File: src/verilog/qas_consts.vh
// Purpose : shared constants of the quad converter serial sequencer
// Assumes : included by bare name from the design files
// Notes   : counts are in serial clock edges unless named otherwise
`ifndef QAS_CONSTS_VH
`define QAS_CONSTS_VH

// conversion framing, in serial clock edges
`define QAS_EDGES_PER_CONV   5'h10
`define QAS_TRACK_CYCLES     5'h03
`define QAS_HOLD_FALL        5'h04
`define QAS_FIRST_DATA_FALL  5'h05
`define QAS_CONV_CYCLES      5'h0d
`define QAS_CTRL_BITS        5'h08

// result geometry
`define QAS_RES_W            12
`define QAS_RES_MSB_IDX      4'hb
`define QAS_SAR_SEED         12'h800

// control word layout (channel address sits in bits 5..3)
`define QAS_CW_W             8
`define QAS_CW_SEL2_BIT      5
`define QAS_CW_SEL1_BIT      4
`define QAS_CW_SEL0_BIT      3

// channel codes and reset values
`define QAS_CH_INPUT_1       2'h0
`define QAS_CH_INPUT_2       2'h1
`define QAS_CH_INPUT_3       2'h2
`define QAS_CH_INPUT_4       2'h3
`define QAS_CH_RESET         2'h0
`define QAS_CW_RESET         8'h00

// link sampling
`define QAS_SYNC_STAGES      3
`define QAS_SYS_CLK_HZ       50000000

`endif

File: src/verilog/qas_sar.v
// Purpose : successive-approximation bit engine driving the trial code
// Assumes : cmp_in is the comparator decision on sys_clk, valid for the
//           trial code presented since the previous step
// Notes   : one decision per step pulse, most significant bit first
`timescale 1ns/1ps
`default_nettype none
`include "qas_consts.vh"

module qas_sar
(
  // clock and reset
  input  wire                      sys_clk,
  input  wire                      reset,
  // sequencing
  input  wire                      start,
  input  wire                      step,
  // comparator
  input  wire                      cmp_in,
  // results
  output reg  [`QAS_RES_W-1:0]     trial_code,
  output reg  [`QAS_RES_W-1:0]     result,
  output reg                       done
);

  reg  [3:0]             idx_q;    // bit currently being decided
  reg                    busy_q;   // engine inside a conversion
  reg  [`QAS_RES_W-1:0]  next_c;   // trial code after this step
  integer                i;

  // next trial: keep decided bits, fix current one, try the one below
  always @*
  begin
    next_c = trial_code;
    for (i = 0; i < `QAS_RES_W; i = i + 1)
    begin
      if (i == idx_q)
        next_c[i] = cmp_in;
      else if ((i + 1) == idx_q)
        next_c[i] = 1'b1;
    end
  end

  // step the approximation; a restart always wins over a stale step
  always @(posedge sys_clk)
  begin
    if (reset)
    begin
      trial_code <= {`QAS_RES_W{1'b0}};
      result     <= {`QAS_RES_W{1'b0}};
      idx_q      <= 4'h0;
      busy_q     <= 1'b0;
      done       <= 1'b0;
    end
    else
    begin
      done <= 1'b0;
      if (start)
      begin
        trial_code <= `QAS_SAR_SEED;
        idx_q      <= `QAS_RES_MSB_IDX;
        busy_q     <= 1'b1;
      end
      else if (step && busy_q)
      begin
        trial_code <= next_c;
        if (idx_q == 4'h0)
        begin
          // last bit decided: straight binary code is final
          result <= next_c;
          done   <= 1'b1;
          busy_q <= 1'b0;
        end
        else
          idx_q <= idx_q - 4'h1;
      end
    end
  end

endmodule
`default_nettype wire

File: src/verilog/qas_seq.v
// Purpose : serial interface and conversion sequencer of a four-input
//           12-bit successive-approximation converter
// Assumes : cs_n, sclk and din come from the host, asynchronous to
//           sys_clk; sclk is much slower than sys_clk
// Notes   : there is no reset pin on the real part; reset here models
//           power-up
//           cmp_in comes from the core on sys_clk and is not synchronised
`timescale 1ns/1ps
`default_nettype none
`include "qas_consts.vh"

module qas_seq
(
  // clock and reset
  input  wire                      sys_clk,
  input  wire                      reset,
  // serial link from the host
  input  wire                      cs_n,
  input  wire                      sclk,
  input  wire                      din,
  output reg                       dout_o,
  output reg                       dout_oe_n,
  // analog core control
  input  wire                      cmp_in,
  output reg  [1:0]                chan_sel,
  output reg                       track,
  output reg                       sample_strobe,
  output reg                       power_down,
  output wire [`QAS_RES_W-1:0]     dac_code,
  // digital result
  output wire [`QAS_RES_W-1:0]     result,
  output wire                      result_valid
);

  // channel decode: address bit 2 and the don't-care bits are dropped
  // bits seven, six, five and two to zero never reach the mux
  function [1:0] chan_of;
    input [`QAS_CW_W-1:0] word;
    begin
      chan_of = {word[`QAS_CW_SEL1_BIT], word[`QAS_CW_SEL0_BIT]};
    end
  endfunction

  // three-stage synchronisers for the host pins
  // raw stages first, then the levels that the sequencer trusts
  reg  [`QAS_SYNC_STAGES-1:0] cs_sync_q;    // select pin stages
  reg  [`QAS_SYNC_STAGES-1:0] sclk_sync_q;  // serial clock stages
  reg  [`QAS_SYNC_STAGES-1:0] din_sync_q;   // data-in stages
  reg                         cs_lvl_q;     // accepted select level
  reg                         sclk_lvl_q;   // accepted clock level
  reg                         din_lvl_q;    // accepted data level

  // sequencer state
  // counts are five bits so that sixteen fits and saturates
  reg  [4:0]                  fcnt_q;       // falls seen in conversion
  reg  [4:0]                  rcnt_q;       // rises seen in conversion
  reg                         active_q;     // inside a frame
  reg  [`QAS_CW_W-1:0]        cw_q;         // control word shifter
  reg  [1:0]                  next_chan_q;  // channel for next conversion

  // decoded edge events
  // a pin counts as settled once stages two and three agree; one more
  // stage of latency is traded for margin against a metastable sample
  wire cs_agree   = (cs_sync_q[1] == cs_sync_q[2]);
  wire sclk_agree = (sclk_sync_q[1] == sclk_sync_q[2]);
  wire din_agree  = (din_sync_q[1] == din_sync_q[2]);
  // an edge is a settled stage that differs from the accepted level
  wire cs_fall    = cs_agree & cs_lvl_q & ~cs_sync_q[2];
  wire cs_rise    = cs_agree & ~cs_lvl_q & cs_sync_q[2];
  wire sclk_fall  = sclk_agree & sclk_lvl_q & ~sclk_sync_q[2];
  wire sclk_rise  = sclk_agree & ~sclk_lvl_q & sclk_sync_q[2];

  // internal clock: edges only count while selected
  // a select rise wins over a clock edge of the same cycle, so a frame
  // that is cut short never starts or steps a conversion on its way out
  // inside a frame a real fall counts; with the clock parked high this
  // makes the first fall after select the start of track
  wire int_fall = active_q ? (sclk_fall & ~cs_rise)
                           : (cs_fall & ~sclk_lvl_q);
  // rises only matter inside a frame
  wire int_rise = active_q & sclk_rise & ~cs_rise;
  // frame still open after this cycle
  wire in_frame = active_q & ~cs_rise;

  // a new conversion starts on the first fall or after 16 rises
  // a fall that comes before the sixteenth rise only moves the count,
  // so a host that shortens a word cannot start a new sample early
  wire conv_start = int_fall &
                    ((fcnt_q == 5'h00) ||
                     (rcnt_q == `QAS_EDGES_PER_CONV));
  // number that this fall carries within its conversion
  wire [4:0] fcnt_nx = conv_start ? 5'h01 : (fcnt_q + 5'h01);

  // sar engine events
  // sample at fall four, then one decision per fall five to sixteen
  // the engine ignores a step before its first start after reset
  wire sar_start = int_fall & ~conv_start &
                   (fcnt_nx == `QAS_HOLD_FALL);
  wire sar_step  = int_fall & ~conv_start &
                   (fcnt_nx >= `QAS_FIRST_DATA_FALL) &
                   (fcnt_nx <= `QAS_EDGES_PER_CONV);

  // control word with the incoming bit shifted in, msb first
  // din is read as its settled level, taken on accepted rises one to eight
  wire [`QAS_CW_W-1:0] cw_nx = {cw_q[`QAS_CW_W-2:0], din_lvl_q};

  // pin synchronisers: first stage feeds only the second stage
  always @(posedge sys_clk)
  begin
    if (reset)
    begin
      // an idle host: deselected, clock parked low
      cs_sync_q   <= {`QAS_SYNC_STAGES{1'b1}};
      sclk_sync_q <= {`QAS_SYNC_STAGES{1'b0}};
      din_sync_q  <= {`QAS_SYNC_STAGES{1'b0}};
    end
    else
    begin
      // one stage per cycle; the pins arrive raw
      cs_sync_q   <= {cs_sync_q[1:0], cs_n};
      sclk_sync_q <= {sclk_sync_q[1:0], sclk};
      din_sync_q  <= {din_sync_q[1:0], din};
    end
  end

  // accepted levels move only once stages two and three agree
  // a pulse narrower than two cycles on any pin is never accepted
  always @(posedge sys_clk)
  begin
    if (reset)
    begin
      cs_lvl_q   <= 1'b1;
      sclk_lvl_q <= 1'b0;
      din_lvl_q  <= 1'b0;
    end
    else
    begin
      // a pin still moving keeps its old level
      if (cs_agree)
        cs_lvl_q <= cs_sync_q[2];
      if (sclk_agree)
        sclk_lvl_q <= sclk_sync_q[2];
      if (din_agree)
        din_lvl_q <= din_sync_q[2];
    end
  end

  // frame tracking and edge counting
  always @(posedge sys_clk)
  begin
    if (reset)
    begin
      active_q <= 1'b0;
      fcnt_q   <= 5'h00;
      rcnt_q   <= 5'h00;
    end
    else if (cs_rise)
    begin
      // frame over: drop counts, next frame starts fresh
      active_q <= 1'b0;
      fcnt_q   <= 5'h00;
      rcnt_q   <= 5'h00;
    end
    else
    begin
      // select fall opens the frame
      if (cs_fall)
        active_q <= 1'b1;
      if (conv_start)
      begin
        // back-to-back conversions while select stays low
        fcnt_q <= 5'h01;
        rcnt_q <= 5'h00;
      end
      else
      begin
        // counting saturates; extra edges beyond a word are ignored
        if (int_fall && (fcnt_q < `QAS_EDGES_PER_CONV))
          fcnt_q <= fcnt_nx;
        // the sixteenth rise arms the next conversion start
        if (int_rise && (rcnt_q < `QAS_EDGES_PER_CONV))
          rcnt_q <= rcnt_q + 5'h01;
      end
    end
  end

  // control word capture and channel hand-off
  always @(posedge sys_clk)
  begin
    if (reset)
    begin
      // power-up: input one selected, no word pending
      cw_q        <= `QAS_CW_RESET;
      next_chan_q <= `QAS_CH_RESET;
      chan_sel    <= `QAS_CH_RESET;
    end
    else
    begin
      // only rises one to eight carry the word; the rest are ignored
      if (int_rise && (rcnt_q < `QAS_CTRL_BITS))
      begin
        cw_q <= cw_nx;
        // word complete on the eighth rise: hold for next conversion
        if (rcnt_q == (`QAS_CTRL_BITS - 5'h01))
          next_chan_q <= chan_of(cw_nx);
      end
      // the mux moves only as a new track phase begins
      if (conv_start)
        chan_sel <= next_chan_q;
    end
  end

  // track/hold, power and output enable
  // the output enable follows select; the core wakes only at fall one
  always @(posedge sys_clk)
  begin
    if (reset)
    begin
      // power-up: asleep and released until the first frame
      track         <= 1'b0;
      sample_strobe <= 1'b0;
      power_down    <= 1'b1;
      dout_oe_n     <= 1'b1;
    end
    else
    begin
      // one cycle wide, since sar_start is a single-cycle event
      sample_strobe <= sar_start;
      if (!in_frame && !cs_fall)
      begin
        // deselected: output released and core asleep
        dout_oe_n  <= 1'b1;
        power_down <= 1'b1;
        track      <= 1'b0;
      end
      else
      begin
        // selected, or select just fell: drive the line
        dout_oe_n <= 1'b0;
        if (conv_start)
        begin
          // track phase spans falls one to four
          track      <= 1'b1;
          power_down <= 1'b0;
        end
        // hold/convert from fall four through fall sixteen
        else if (sar_start)
          track <= 1'b0;
        // fall sixteen: asleep until the next fall one
        else if (int_fall &&
                 (fcnt_nx == `QAS_EDGES_PER_CONV))
          power_down <= 1'b1;
      end
    end
  end

  // serial output: four zeros, then decisions as they are made
  // limitation: each bit is the live comparator decision, so the core
  // must hold cmp_in settled from one step to the next
  always @(posedge sys_clk)
  begin
    if (reset)
      dout_o <= 1'b0;
    else if (cs_rise)
      dout_o <= 1'b0;
    else if (sar_step)
      dout_o <= cmp_in;
    else if (conv_start)
      dout_o <= 1'b0;
  end

  // bit engine; straight binary falls out of the msb-first search
  // it runs on the same enables, so no second clock is needed
  qas_sar u_sar
  (
    .sys_clk    (sys_clk),
    .reset      (reset),
    .start      (sar_start),
    .step       (sar_step),
    .cmp_in     (cmp_in),
    .trial_code (dac_code),
    .result     (result),
    .done       (result_valid)
  );

endmodule
`default_nettype wire

File: config.mk
export PLATFORM = sky130hd
export DESIGN_NAME = qas_seq
export DESIGN_NICKNAME = d
export VERILOG_FILES = /design/src/verilog/qas_sar.v /design/src/verilog/qas_seq.v
export VERILOG_INCLUDE_DIRS = /design/src /design/src/verilog
export SDC_FILE = /design/constraint.sdc
export NUM_CORES = 1
export LEC_CHECK = 0
export ABC_AREA = 1
export BUFFER_PORTS_ARGS = -buffer_cell sky130_fd_sc_hd__buf_2
export CAP_MARGIN = 30
export CORE_MARGIN = 3
export CORE_UTILIZATION = 46
export DETAILED_ROUTE_END_ITERATION = 10
export PLACE_DENSITY = 0.62
export SLEW_MARGIN = 20
export SYNTH_ARGS = -nofsm -noshare
export SYNTH_HDL_FRONTEND = slang
export SYNTH_SLANG_ARGS = --single-unit
File: constraint.sdc
create_clock -name sys_clk -period 2.8 [get_ports sys_clk]
set_clock_uncertainty 0.2 [all_clocks]
set_input_delay 0.56 -clock sys_clk [delete_from_list [all_inputs] [get_ports sys_clk]]
set_output_delay 0.56 -clock sys_clk [all_outputs]
set_load 0.005 [all_outputs]
==> impl_metrics.yaml, run 1 <==
run_status:
  outcome: "finished clean"
flow_run:
  cap_violations: 0
cells_and_area:
  antennaDiodeCount: 0
  multi_input_area_um2: 1190
  seqCellArea_um2: 1320
  layout_commonest_cell: "nand2_1"
  utilization_pct: 56.7
  final_cell_mix: "nand2_1, dfxtp_1, inv_1"
  drive_above_1_share_pct: 16.0
  syn_to_final_growth_pct: 15.8
  nNetsFinal: 431
  nFillCells: 580
  finalInstanceArea_um2: 3240
setup_path:
  worstSetupPathType: "flip-flop to flip-flop"
  crit_fanout: 24
  cp-start-kind: "flip-flop"
  crit_arrival_ns: 2.51
  crit_chain: "inv_2 > ha_1 > nor2_1 > inv_1 > o211ai_1 > nand4_2 > buf_4 > o21ai_0 > a21oi_1"
  critPathMaxStageDelay_ns: 0.41
  cp.required_ns: 2.81
  endpoint_kind: "flip-flop"
  cpMaxStageDelayCell: "dfxtp_1"
cts:
  clk_latency_ns: 0.33
  postCtsSetupBuffers: 0
  cts-root-buf: "clkbuf_8"
  clockBufferDepth: 2
  ctsHoldBuffers: 0
  cts_tree: "yes"
  cts_resized: 0
  clk_pin_slew_ns: 0.07
  ctsHtreeMaxLevel: 3
  cts_buffers: 9
  cts_sinks: 66
power_and_ir_drop:
  worst_ir_drop_vdd_uv: 328
  pwr-share-clk_pct: 46.4
  leakage_nw: 1.46
  switching_share_pct: 20.9
  pwr_density_cell_nw_per_um2: 568
  intPower_mw: 1.46
  switchingPower_mw: 0.384
  power.total_mw: 1.84
  power_frac_seq_pct: 51.5
  pwr-share-comb_pct: 2.2
global_routing:
  antenna_found_initial: 0
  grt_pass1_wl_mm: 9.97
  track_usage_pct: 17.5
  grt_overflow: 0
  grt_max_degree: 25
  first_global_vias: 2188
floorplan:
  core_um2: 5710
  dieArea_um2: 7050
  die_h_um: 84.0
  initial_core_util_pct: 49.0
  rows: 27
  die_x_um: 84.0
  top_level_ports: 38
timing:
  rsz0062_at_grt: "false"
  slew_headroom_pct: 74.3
  post-route-min-period_ns: 2.50
  drv_slew: 0
  fin_setup_tns_ns: 0
  layout_worst_path_cycle_share_pct: 89.1
  timing_hold_violations_final: 0
  tightest_slew_ns: 0.383
  max_freq_mhz: 401
  holdWs_ns: 0.202
  setup_violations: 0
synth:
  syn_inst: 379
  synth_compound_area_share_pct: 14.6
  ys_seq_area_share_pct: 47.2
  synthSimpleGateAreaFrac_pct: 25.7
  syn-num-nets: 389
  synth_top_family_by_area: "simple AND/OR/NAND/NOR gates"
  synth-xor-area-share_pct: 0.626
  yosys_warnings: 0
  ys_ff_latch: 66
  synth.mux.area_fraction_pct: 0
  synth_fa_ha_area_share_pct: 1.79
  avgSynthCellArea_um2: 7.38
  syn_area_um2: 2800
  synth.distinct_cells: 30
placement:
  post_dp_cell_area_um2: 3030
  place.detailed.hpwl_mm: 4.17
  numPortBuffers: 37
  gp_congestion: 0.802
route:
  drt-pass1-iter-count: 4
  first_iter_violations: 108
  drcViolationCount: 0
  vias: 2398
  wl_per_cell_um: 11.6
  ant_nets: 0
  viasPerCell: 4.82
  wirelength_mm: 5.79
min_path:
  holdCritPathClass: "flip-flop to flip-flop"
-- kinds of logic after synthesis --
logic type      Yosys count
fa+ha+maj                 4
xor+xnor                  2
compound gates           76
simple gates            165
flops                    66
buf+inv                  66
-- cell type report --
type / count / share of cell area, %
flip-flops and latches: 66 / 40.8
multi-input cells: 247 / 36.9
inverters: 57 / 6.61
repair buffers: 40 / 6.41
clock buffers: 11 / 4.06
well taps: 72 / 2.78
clock inverters: 5 / 2.43
-- stage by stage --
step / std cells / setup slack (ns)
4_1_cts: 498 / 0.329
3_3_place_gp: 482 / 0.441
6_report: 498 / 0.304
3_5_place_dp: 482 / 0.383
5_1_grt: 498 / 0.0641
2_1_floorplan: 379 / 0.611
-- registers in the layout, indices dropped and copies added (netlist names), 2 cells and up --
register,count
fcnt_q,5
next_chan_q,2
chan_sel,2
din_sync_q,3
cw_q,4
u_sar.result,12
u_sar.idx_q,4
sclk_sync_q,3
u_sar.trial_code,12
rcnt_q,5
cs_sync_q,3
-- synth_stat cells (all sizes together) --
cell	number	share of area [%]
a21oi	35	6.3
or2	3	0.67
a2111oi	1	0.31
o211ai	1	0.27
o21ai	27	5.0
nor2	57	8.4
inv	57	7.7
a31oi	10	2.2
nor3b	1	0.27
xnor2	1	0.31
nand2	78	11
xor2	1	0.31
nand4	6	1.6
nand3	13	2.3
ha	4	1.8
nor3	7	1.4
a211oi	2	0.54
dfxtp	66	47
clkbuf	2	0.27
buf	7	2.1
-- layer usage --
layer	up-vias	GRT usage (%)	wire (um)
met5	-	0	0
met4	0	5.85	53
met3	4	5.03	286
met2	48	23.9	2240
met1	1048	26.0	3210
li1	1298	-	-
-- path summary, 6_finish.rpt --
kind	startpoint	end	slack (ns)	depth (start not counted)
min	din_sync_q[0]	din_sync_q[1]	0.20	2
min reg2reg	din_sync_q[0]	din_sync_q[1]	0.20	2
max	fcnt_q[0]	u_sar.trial_code[4]	0.30	9
max reg2reg	fcnt_q[0]	u_sar.trial_code[4]	0.30	9
-- worst max-delay path: cells and delay by family, from the launching register on --
kind / cells / cell delay, ns
flops: 1 / 0.41
compound gates: 3 / 0.51
simple gates: 2 / 0.51
buf+inv: 3 / 0.42
fa+ha+maj: 1 / 0.31
-- power groups by stage --
stage                     logic (mW)  registers (mW)  clock network, mW
after CTS                     0.0400           0.947              0.876
after global placement        0.0397           0.969                  0
after detailed placement      0.0399           0.969                  0
final                         0.0396           0.947              0.853
after global routing          0.0460           0.947              0.928
after floorplan               0.0311           0.968                  0
Note: power is estimated with default switching activity, not from simulation.
==> run 2: changes to the inputs <==
--- a/config.mk
+++ b/config.mk
@@ -6,7 +6,6 @@
 export SDC_FILE = /design/constraint.sdc
 export NUM_CORES = 1
 export LEC_CHECK = 0
-export ABC_AREA = 1
 export BUFFER_PORTS_ARGS = -buffer_cell sky130_fd_sc_hd__buf_2
 export CAP_MARGIN = 30
 export CORE_MARGIN = 3
==> run 2 against run 1 <==
Compared with the run above:
- register-to-register slack worse by 0.14 ns
- critical path type unchanged
- routed wire length is 22% higher
- combinational power is 8.3% lower
- cell count is 4.0% lower
==> impl_metrics.yaml, run 2 <==
global_routing:
  grt_overflow: 0
  track_usage_pct: 20.0
  antenna_found_initial: 0
  grt_pass1_wl_mm: 12.0
  grt_max_degree: 30
  first_global_vias: 2448
cells_and_area:
  syn_to_final_growth_pct: 13.2
  layout_commonest_cell: "dfxtp_1"
  nNetsFinal: 406
  utilization_pct: 54.3
  final_cell_mix: "dfxtp_1, a21oi_1, nor2_1"
  largest_registers: "u_sar.result: 12 flops, u_sar.trial_code: 12 flops"
  drive_above_1_share_pct: 18.5
  finalInstanceArea_um2: 3460
  antennaDiodeCount: 0
cts:
  clockBufferDepth: 2
  clk_latency_ns: 0.33
  cts_sinks: 66
  clk_pin_slew_ns: 0.07
  ctsHoldBuffers: 0
  postCtsSetupBuffers: 0
  ctsHtreeMaxLevel: 3
  cts_tree: "yes"
  cts_resized: 0
  cts-root-buf: "clkbuf_8"
  cts_buffers: 9
setup_path:
  cp-start-kind: "flip-flop"
  cpMaxStageDelayCell: "dfxtp_1"
  critPathMaxStageDelay_ns: 0.42
  crit_buf_inv: 2
  crit_arrival_ns: 2.69
  critPathTopFamily: "simple AND/OR/NAND/NOR gates"
  crit_chain: "inv_1 > ha_1 > nand2b_1 > or3_1 > nand4_1 > a31oi_2 > buf_12 > nor4_1 > mux2i_1"
  crit_fanout: 29
  worstSetupPathType: "flip-flop to flip-flop"
  cp.required_ns: 2.86
  endpoint_kind: "flip-flop"
synth:
  yosysMostFrequentCell: "dfxtp_1"
  yosys_warnings: 0
  synth.distinct_cells: 51
  synth_area_leaders: "dfxtp_1, a21oi_1, nor2_1, o21ai_0, nand3_1"
  yosys.area.top_type: "dfxtp_1"
  syn_area_um2: 3060
  synth_flop_cell: "dfxtp_1"
  ys_ff_latch: 66
  synth_edf_count: 0
  netlist_top_cells_count: "dfxtp_1, a21oi_1, nor2_1"
  avgSynthCellArea_um2: 8.34
  synthArstFlopShare_pct: 0
  synth_top_area_share_pct: 43.2
  syn_inst: 367
  syn-num-nets: 377
  ys_seq_area_share_pct: 43.2
route:
  wl_met2_mm: 2.98
  wl_met3_um: 612
  wirelength_mm: 7.05
  top_layer: "met4"
  vias: 2740
  drt-met1-wl_mm: 3.38
  wl_per_cell_um: 14.7
  viasPerCell: 5.73
  drcViolationCount: 0
  ant_nets: 0
  drt-pass1-iter-count: 5
  first_iter_violations: 332
floorplan:
  rows: 29
  initial_core_util_pct: 47.9
  core_um2: 6390
  top_level_ports: 38
  dieArea_um2: 7670
  die_x_um: 87.6
  die_h_um: 87.6
timing:
  layout_worst_path_cycle_share_pct: 94.1
  timing_hold_violations_final: 0
  tightest_slew_ns: 0.596
  drv_slew: 0
  post-route-min-period_ns: 2.63
  fin_setup_tns_ns: 0
  rsz0062_at_grt: "false"
  setup_violations: 0
  max_freq_mhz: 380
  slew_headroom_pct: 60.1
  fin_ws_ns: 0.166
placement:
  post_dp_cell_area_um2: 3290
  place.detailed.hpwl_mm: 4.95
  pre_cts_ws_ns: 0.193
  numPortBuffers: 37
  gp_congestion: 0.849
min_path:
  holdCritPathClass: "input port to flip-flop"
power_and_ir_drop:
  leakage_nw: 1.32
  pwr_density_cell_nw_per_um2: 491
  worst_ir_drop_vdd_uv: 371
flow_run:
  cap_violations: 0
run_status:
  outcome: "finished clean"
## run 2: changes by cell type after synthesis, sizes merged, moves of 10 or more
cell    delta
clkbuf    +13
mux2i     +11
nand3     +10
nand2b    +10
inv       -47
nand2     -56
nor2      -18
## run 2: power breakdown
part           internal (mW)  leakage (nW)  switching [mW]
sequential             0.944         0.533         0.00334
clock                  0.345        0.0847           0.372
combinational         0.0122         0.707          0.0241
## run 2: layout make-up
class / instances / area (um^2)
Clock inverter: 6 / 41.3
Tap cell: 77 / 96.3
Timing Repair Buffer: 45 / 270
Sequential cell: 66 / 1320
Inverter: 10 / 37.5
Multi-Input combinational cell: 264 / 1560
Clock buffer: 10 / 138
Fill cell: 587 / 2920
## run 2: per-stage QoR
stage / total power, mW / hold WS, ns / cells
floorplan: 0.994 / 0.189 / 367
global placement: 1.01 / 0.190 / 462
detailed placement: 1.01 / 0.197 / 462
CTS: 1.72 / 0.189 / 478
global route: 1.78 / 0.180 / 478
finish: 1.70 / 0.212 / 478
## run 2: cell families (layout without fill, tap and decap cells)
kind of cell / count (synthesis) / in the layout / share of synthesized area, %
and+or+nand+nor: 134 / 134 / 22.0
buffers and inverters: 37 / 71 / 5.88
muxes: 11 / 11 / 3.60
DFF: 66 / 66 / 43.2
adders and majority gates: 4 / 4 / 1.63
xor gates and xnor gates: 9 / 9 / 2.57
AOI/OAI and AO/OA: 106 / 106 / 21.1
## run 2: path summary, 6_finish.rpt
| kind | start | endpoint | slack [ns] | depth (start not counted) |
|---|---|---|---|---|
| setup / recovery | fcnt_q[0] | u_sar.trial_code[0] | 0.17 | 9 |
| hold / removal | cs_n | cs_sync_q[0] | 0.21 | 2 |
| setup reg to reg | fcnt_q[0] | u_sar.trial_code[0] | 0.17 | 9 |
| hold reg to reg | cs_sync_q[0] | cs_sync_q[1] | 0.21 | 1 |
## run 2: per-layer routing
| metal | global-route usage (%) | up-vias |
|---|---|---|
| li1 | - | 1349 |
| met1 | 29.3 | 1267 |
| met2 | 27.6 | 118 |
| met3 | 5.46 | 6 |
| met4 | 7.95 | 0 |
| met5 | 0 | - |
==> run 3: changes to the inputs <==
--- a/config.mk
+++ b/config.mk
@@ -9,9 +9,10 @@
 export BUFFER_PORTS_ARGS = -buffer_cell sky130_fd_sc_hd__buf_2
 export CAP_MARGIN = 30
 export CORE_MARGIN = 3
-export CORE_UTILIZATION = 46
+export CORE_UTILIZATION = 55
 export DETAILED_ROUTE_END_ITERATION = 10
-export PLACE_DENSITY = 0.62
+export PLACE_DENSITY = 0.72
+export SETUP_SLACK_MARGIN = 0.5
 export SLEW_MARGIN = 20
 export SYNTH_ARGS = -nofsm -noshare
 export SYNTH_HDL_FRONTEND = slang
==> run 3 against run 2 <==
Compared with the run above:
- combinational power rose by 14%
- sequential power barely moved
- highest routed layer unchanged
- clock-buffer cell count rose by 1
- fmax rose by 8.2%
- setup slack improved by 0.20 ns
- critical endpoint is now u_sar.idx_q[2]
==> impl_metrics.yaml, run 3 (same netlist as run 2, synthesis figures left out) <==
timing:
  layout_worst_path_cycle_share_pct: 87.0
  post-route-min-period_ns: 2.44
  max_freq_mhz: 411
  tightest_slew_ns: 0.535
  rsz0062_at_grt: "true"
  fin_setup_tns_ns: 0
  setup_violations: 0
  slew_headroom_pct: 64.0
  timing_hold_violations_final: 0
  drv_slew: 0
flow_run:
  cap_violations: 0
route:
  drcViolationCount: 0
  viasPerCell: 5.98
  ant_nets: 0
  first_iter_violations: 354
  vias: 2949
  wirelength_mm: 8.60
  drt-pass1-iter-count: 5
  wl_per_cell_um: 17.4
setup_path:
  crit_chain: "ha_4 > or3_4 > o21a_1 > o21ai_2 > a31oi_4 > buf_12 > o311a_1 > a41o_1"
  critPathTopFamily: "compound AO/OA/AOI/OAI gates"
  rr_worst_depth: 8
  crit_arrival_ns: 2.47
  critPathMaxStageDelay_ns: 0.37
  reg2reg_slack_ns: 0.36
  crit_buf_inv: 1
  cp.required_ns: 2.83
  endpoint_kind: "flip-flop"
  crit_fanout: 6
  cpMaxStageDelayCell: "dfxtp_4"
  cp-start-kind: "flip-flop"
  path_depth: 8
  worstSetupPathType: "flip-flop to flip-flop"
global_routing:
  grt_max_degree: 40
  grt_pass1_wl_mm: 13.2
  grt_overflow: 0
  antenna_found_initial: 0
  track_usage_pct: 26.5
  first_global_vias: 2698
floorplan:
  initial_core_util_pct: 58.5
  dieArea_um2: 6500
  die_h_um: 80.6
  rows: 26
  top_level_ports: 38
  die_x_um: 80.6
  core_um2: 5240
cts:
  ctsHtreeMaxLevel: 3
  clockBufferDepth: 2
  clk_pin_slew_ns: 0.07
  cts_sinks: 66
  cts_tree: "yes"
  cts-root-buf: "clkbuf_8"
  clk_latency_ns: 0.34
  cts_buffers: 9
cells_and_area:
  nFillCells: 363
  largest_registers: "u_sar.result: 12 flops, u_sar.trial_code: 12 flops"
  nNetsFinal: 428
  seqCellArea_um2: 1330
  finalInstanceArea_um2: 4010
  utilization_pct: 76.5
  instances_no_fill: 493
  final_cell_mix: "dfxtp_1, nor2_1, buf_2"
  syn_to_final_growth_pct: 30.9
  drive_above_1_share_pct: 31.9
  antennaDiodeCount: 0
  layout_commonest_cell: "dfxtp_1"
  multi_input_area_um2: 1820
placement:
  gp_congestion: 0.900
  place.detailed.hpwl_mm: 5.04
  numPortBuffers: 37
  place_inst: 455
  post_dp_cell_area_um2: 3290
min_path:
  holdCritPathClass: "input port to flip-flop"
  hold-path-cell-count: 2
power_and_ir_drop:
  switching_share_pct: 22.2
  pwr-share-clk_pct: 43.7
  worst_ir_drop_vdd_uv: 317
  pwr_density_cell_nw_per_um2: 437
  power.total_mw: 1.75
  leakage_nw: 1.50
  power_frac_seq_pct: 53.9
  pwr-share-comb_pct: 2.4
  intPower_mw: 1.36
  switchingPower_mw: 0.389
run_status:
  outcome: "finished clean"
==> run 3: cell count changes in the layout (fill, tap and decap cells not counted), moves of 3 or more <==
cell,delta
nand3_2,+3
o21ai_0,-11
o21ai_2,+3
nand3_1,-6
buf_4,+12
dfxtp_1,-4
o21ai_1,+8
a21oi_1,-7
a21oi_2,+8
nand3_4,+3
clkbuf_16,+3
==> run 3: cell type report <==
| cell class | count | area share [%] |
|---|---|---|
| clock buffers | 11 | 3.28 |
| clock inverters | 5 | 1.37 |
| well taps | 70 | 2.18 |
| repair buffers | 66 | 13.7 |
| flip-flops and latches | 66 | 33.2 |
| inverters | 10 | 0.999 |
| multi-input cells | 265 | 45.3 |
==> run 3: what timing repair did <==
action                     CTS  global route
hold buffers                 0             0
setup buffers               11             5
gates resized for setup     27            36
setup endpoints to repair   27            41
pin swaps                    5            28
cloned                       2             4
==> run 3: path summary, 6_finish.rpt <==
check	start	to
worst max register to register	fcnt_q[1]	u_sar.idx_q[2]
worst max-delay path	fcnt_q[1]	u_sar.idx_q[2]
worst min register to register	cs_sync_q[0]	cs_sync_q[1]
worst min-delay path	cs_n	cs_sync_q[0]
==> run 3: routing by layer <==
layer | global-route usage [%] | share of wire (%)
met4 | 9.63 | 1.8
met5 | 0 | 0
met2 | 38.4 | 46
met1 | 36.4 | 44
met3 | 8.97 | 8.2
==> run 3: through the flow <==
stage                     setup WS, ns  hold slack, ns
after CTS                        0.349           0.172
after global routing             0.279           0.192
after floorplan                  0.514           0.189
after global placement           0.416           0.193
after detailed placement         0.364           0.197
final                            0.365           0.196
==> run 3: power by group through the flow <==
stage	Combinational (mW)	Clock, mW	Sequential (mW)
2_1_floorplan	0.0267	0	0.967
3_3_place_gp	0.0365	0	0.968
3_5_place_dp	0.0372	0	0.968
4_1_cts	0.0379	0.790	0.946
5_1_grt	0.0457	0.817	0.946
6_report	0.0415	0.766	0.946
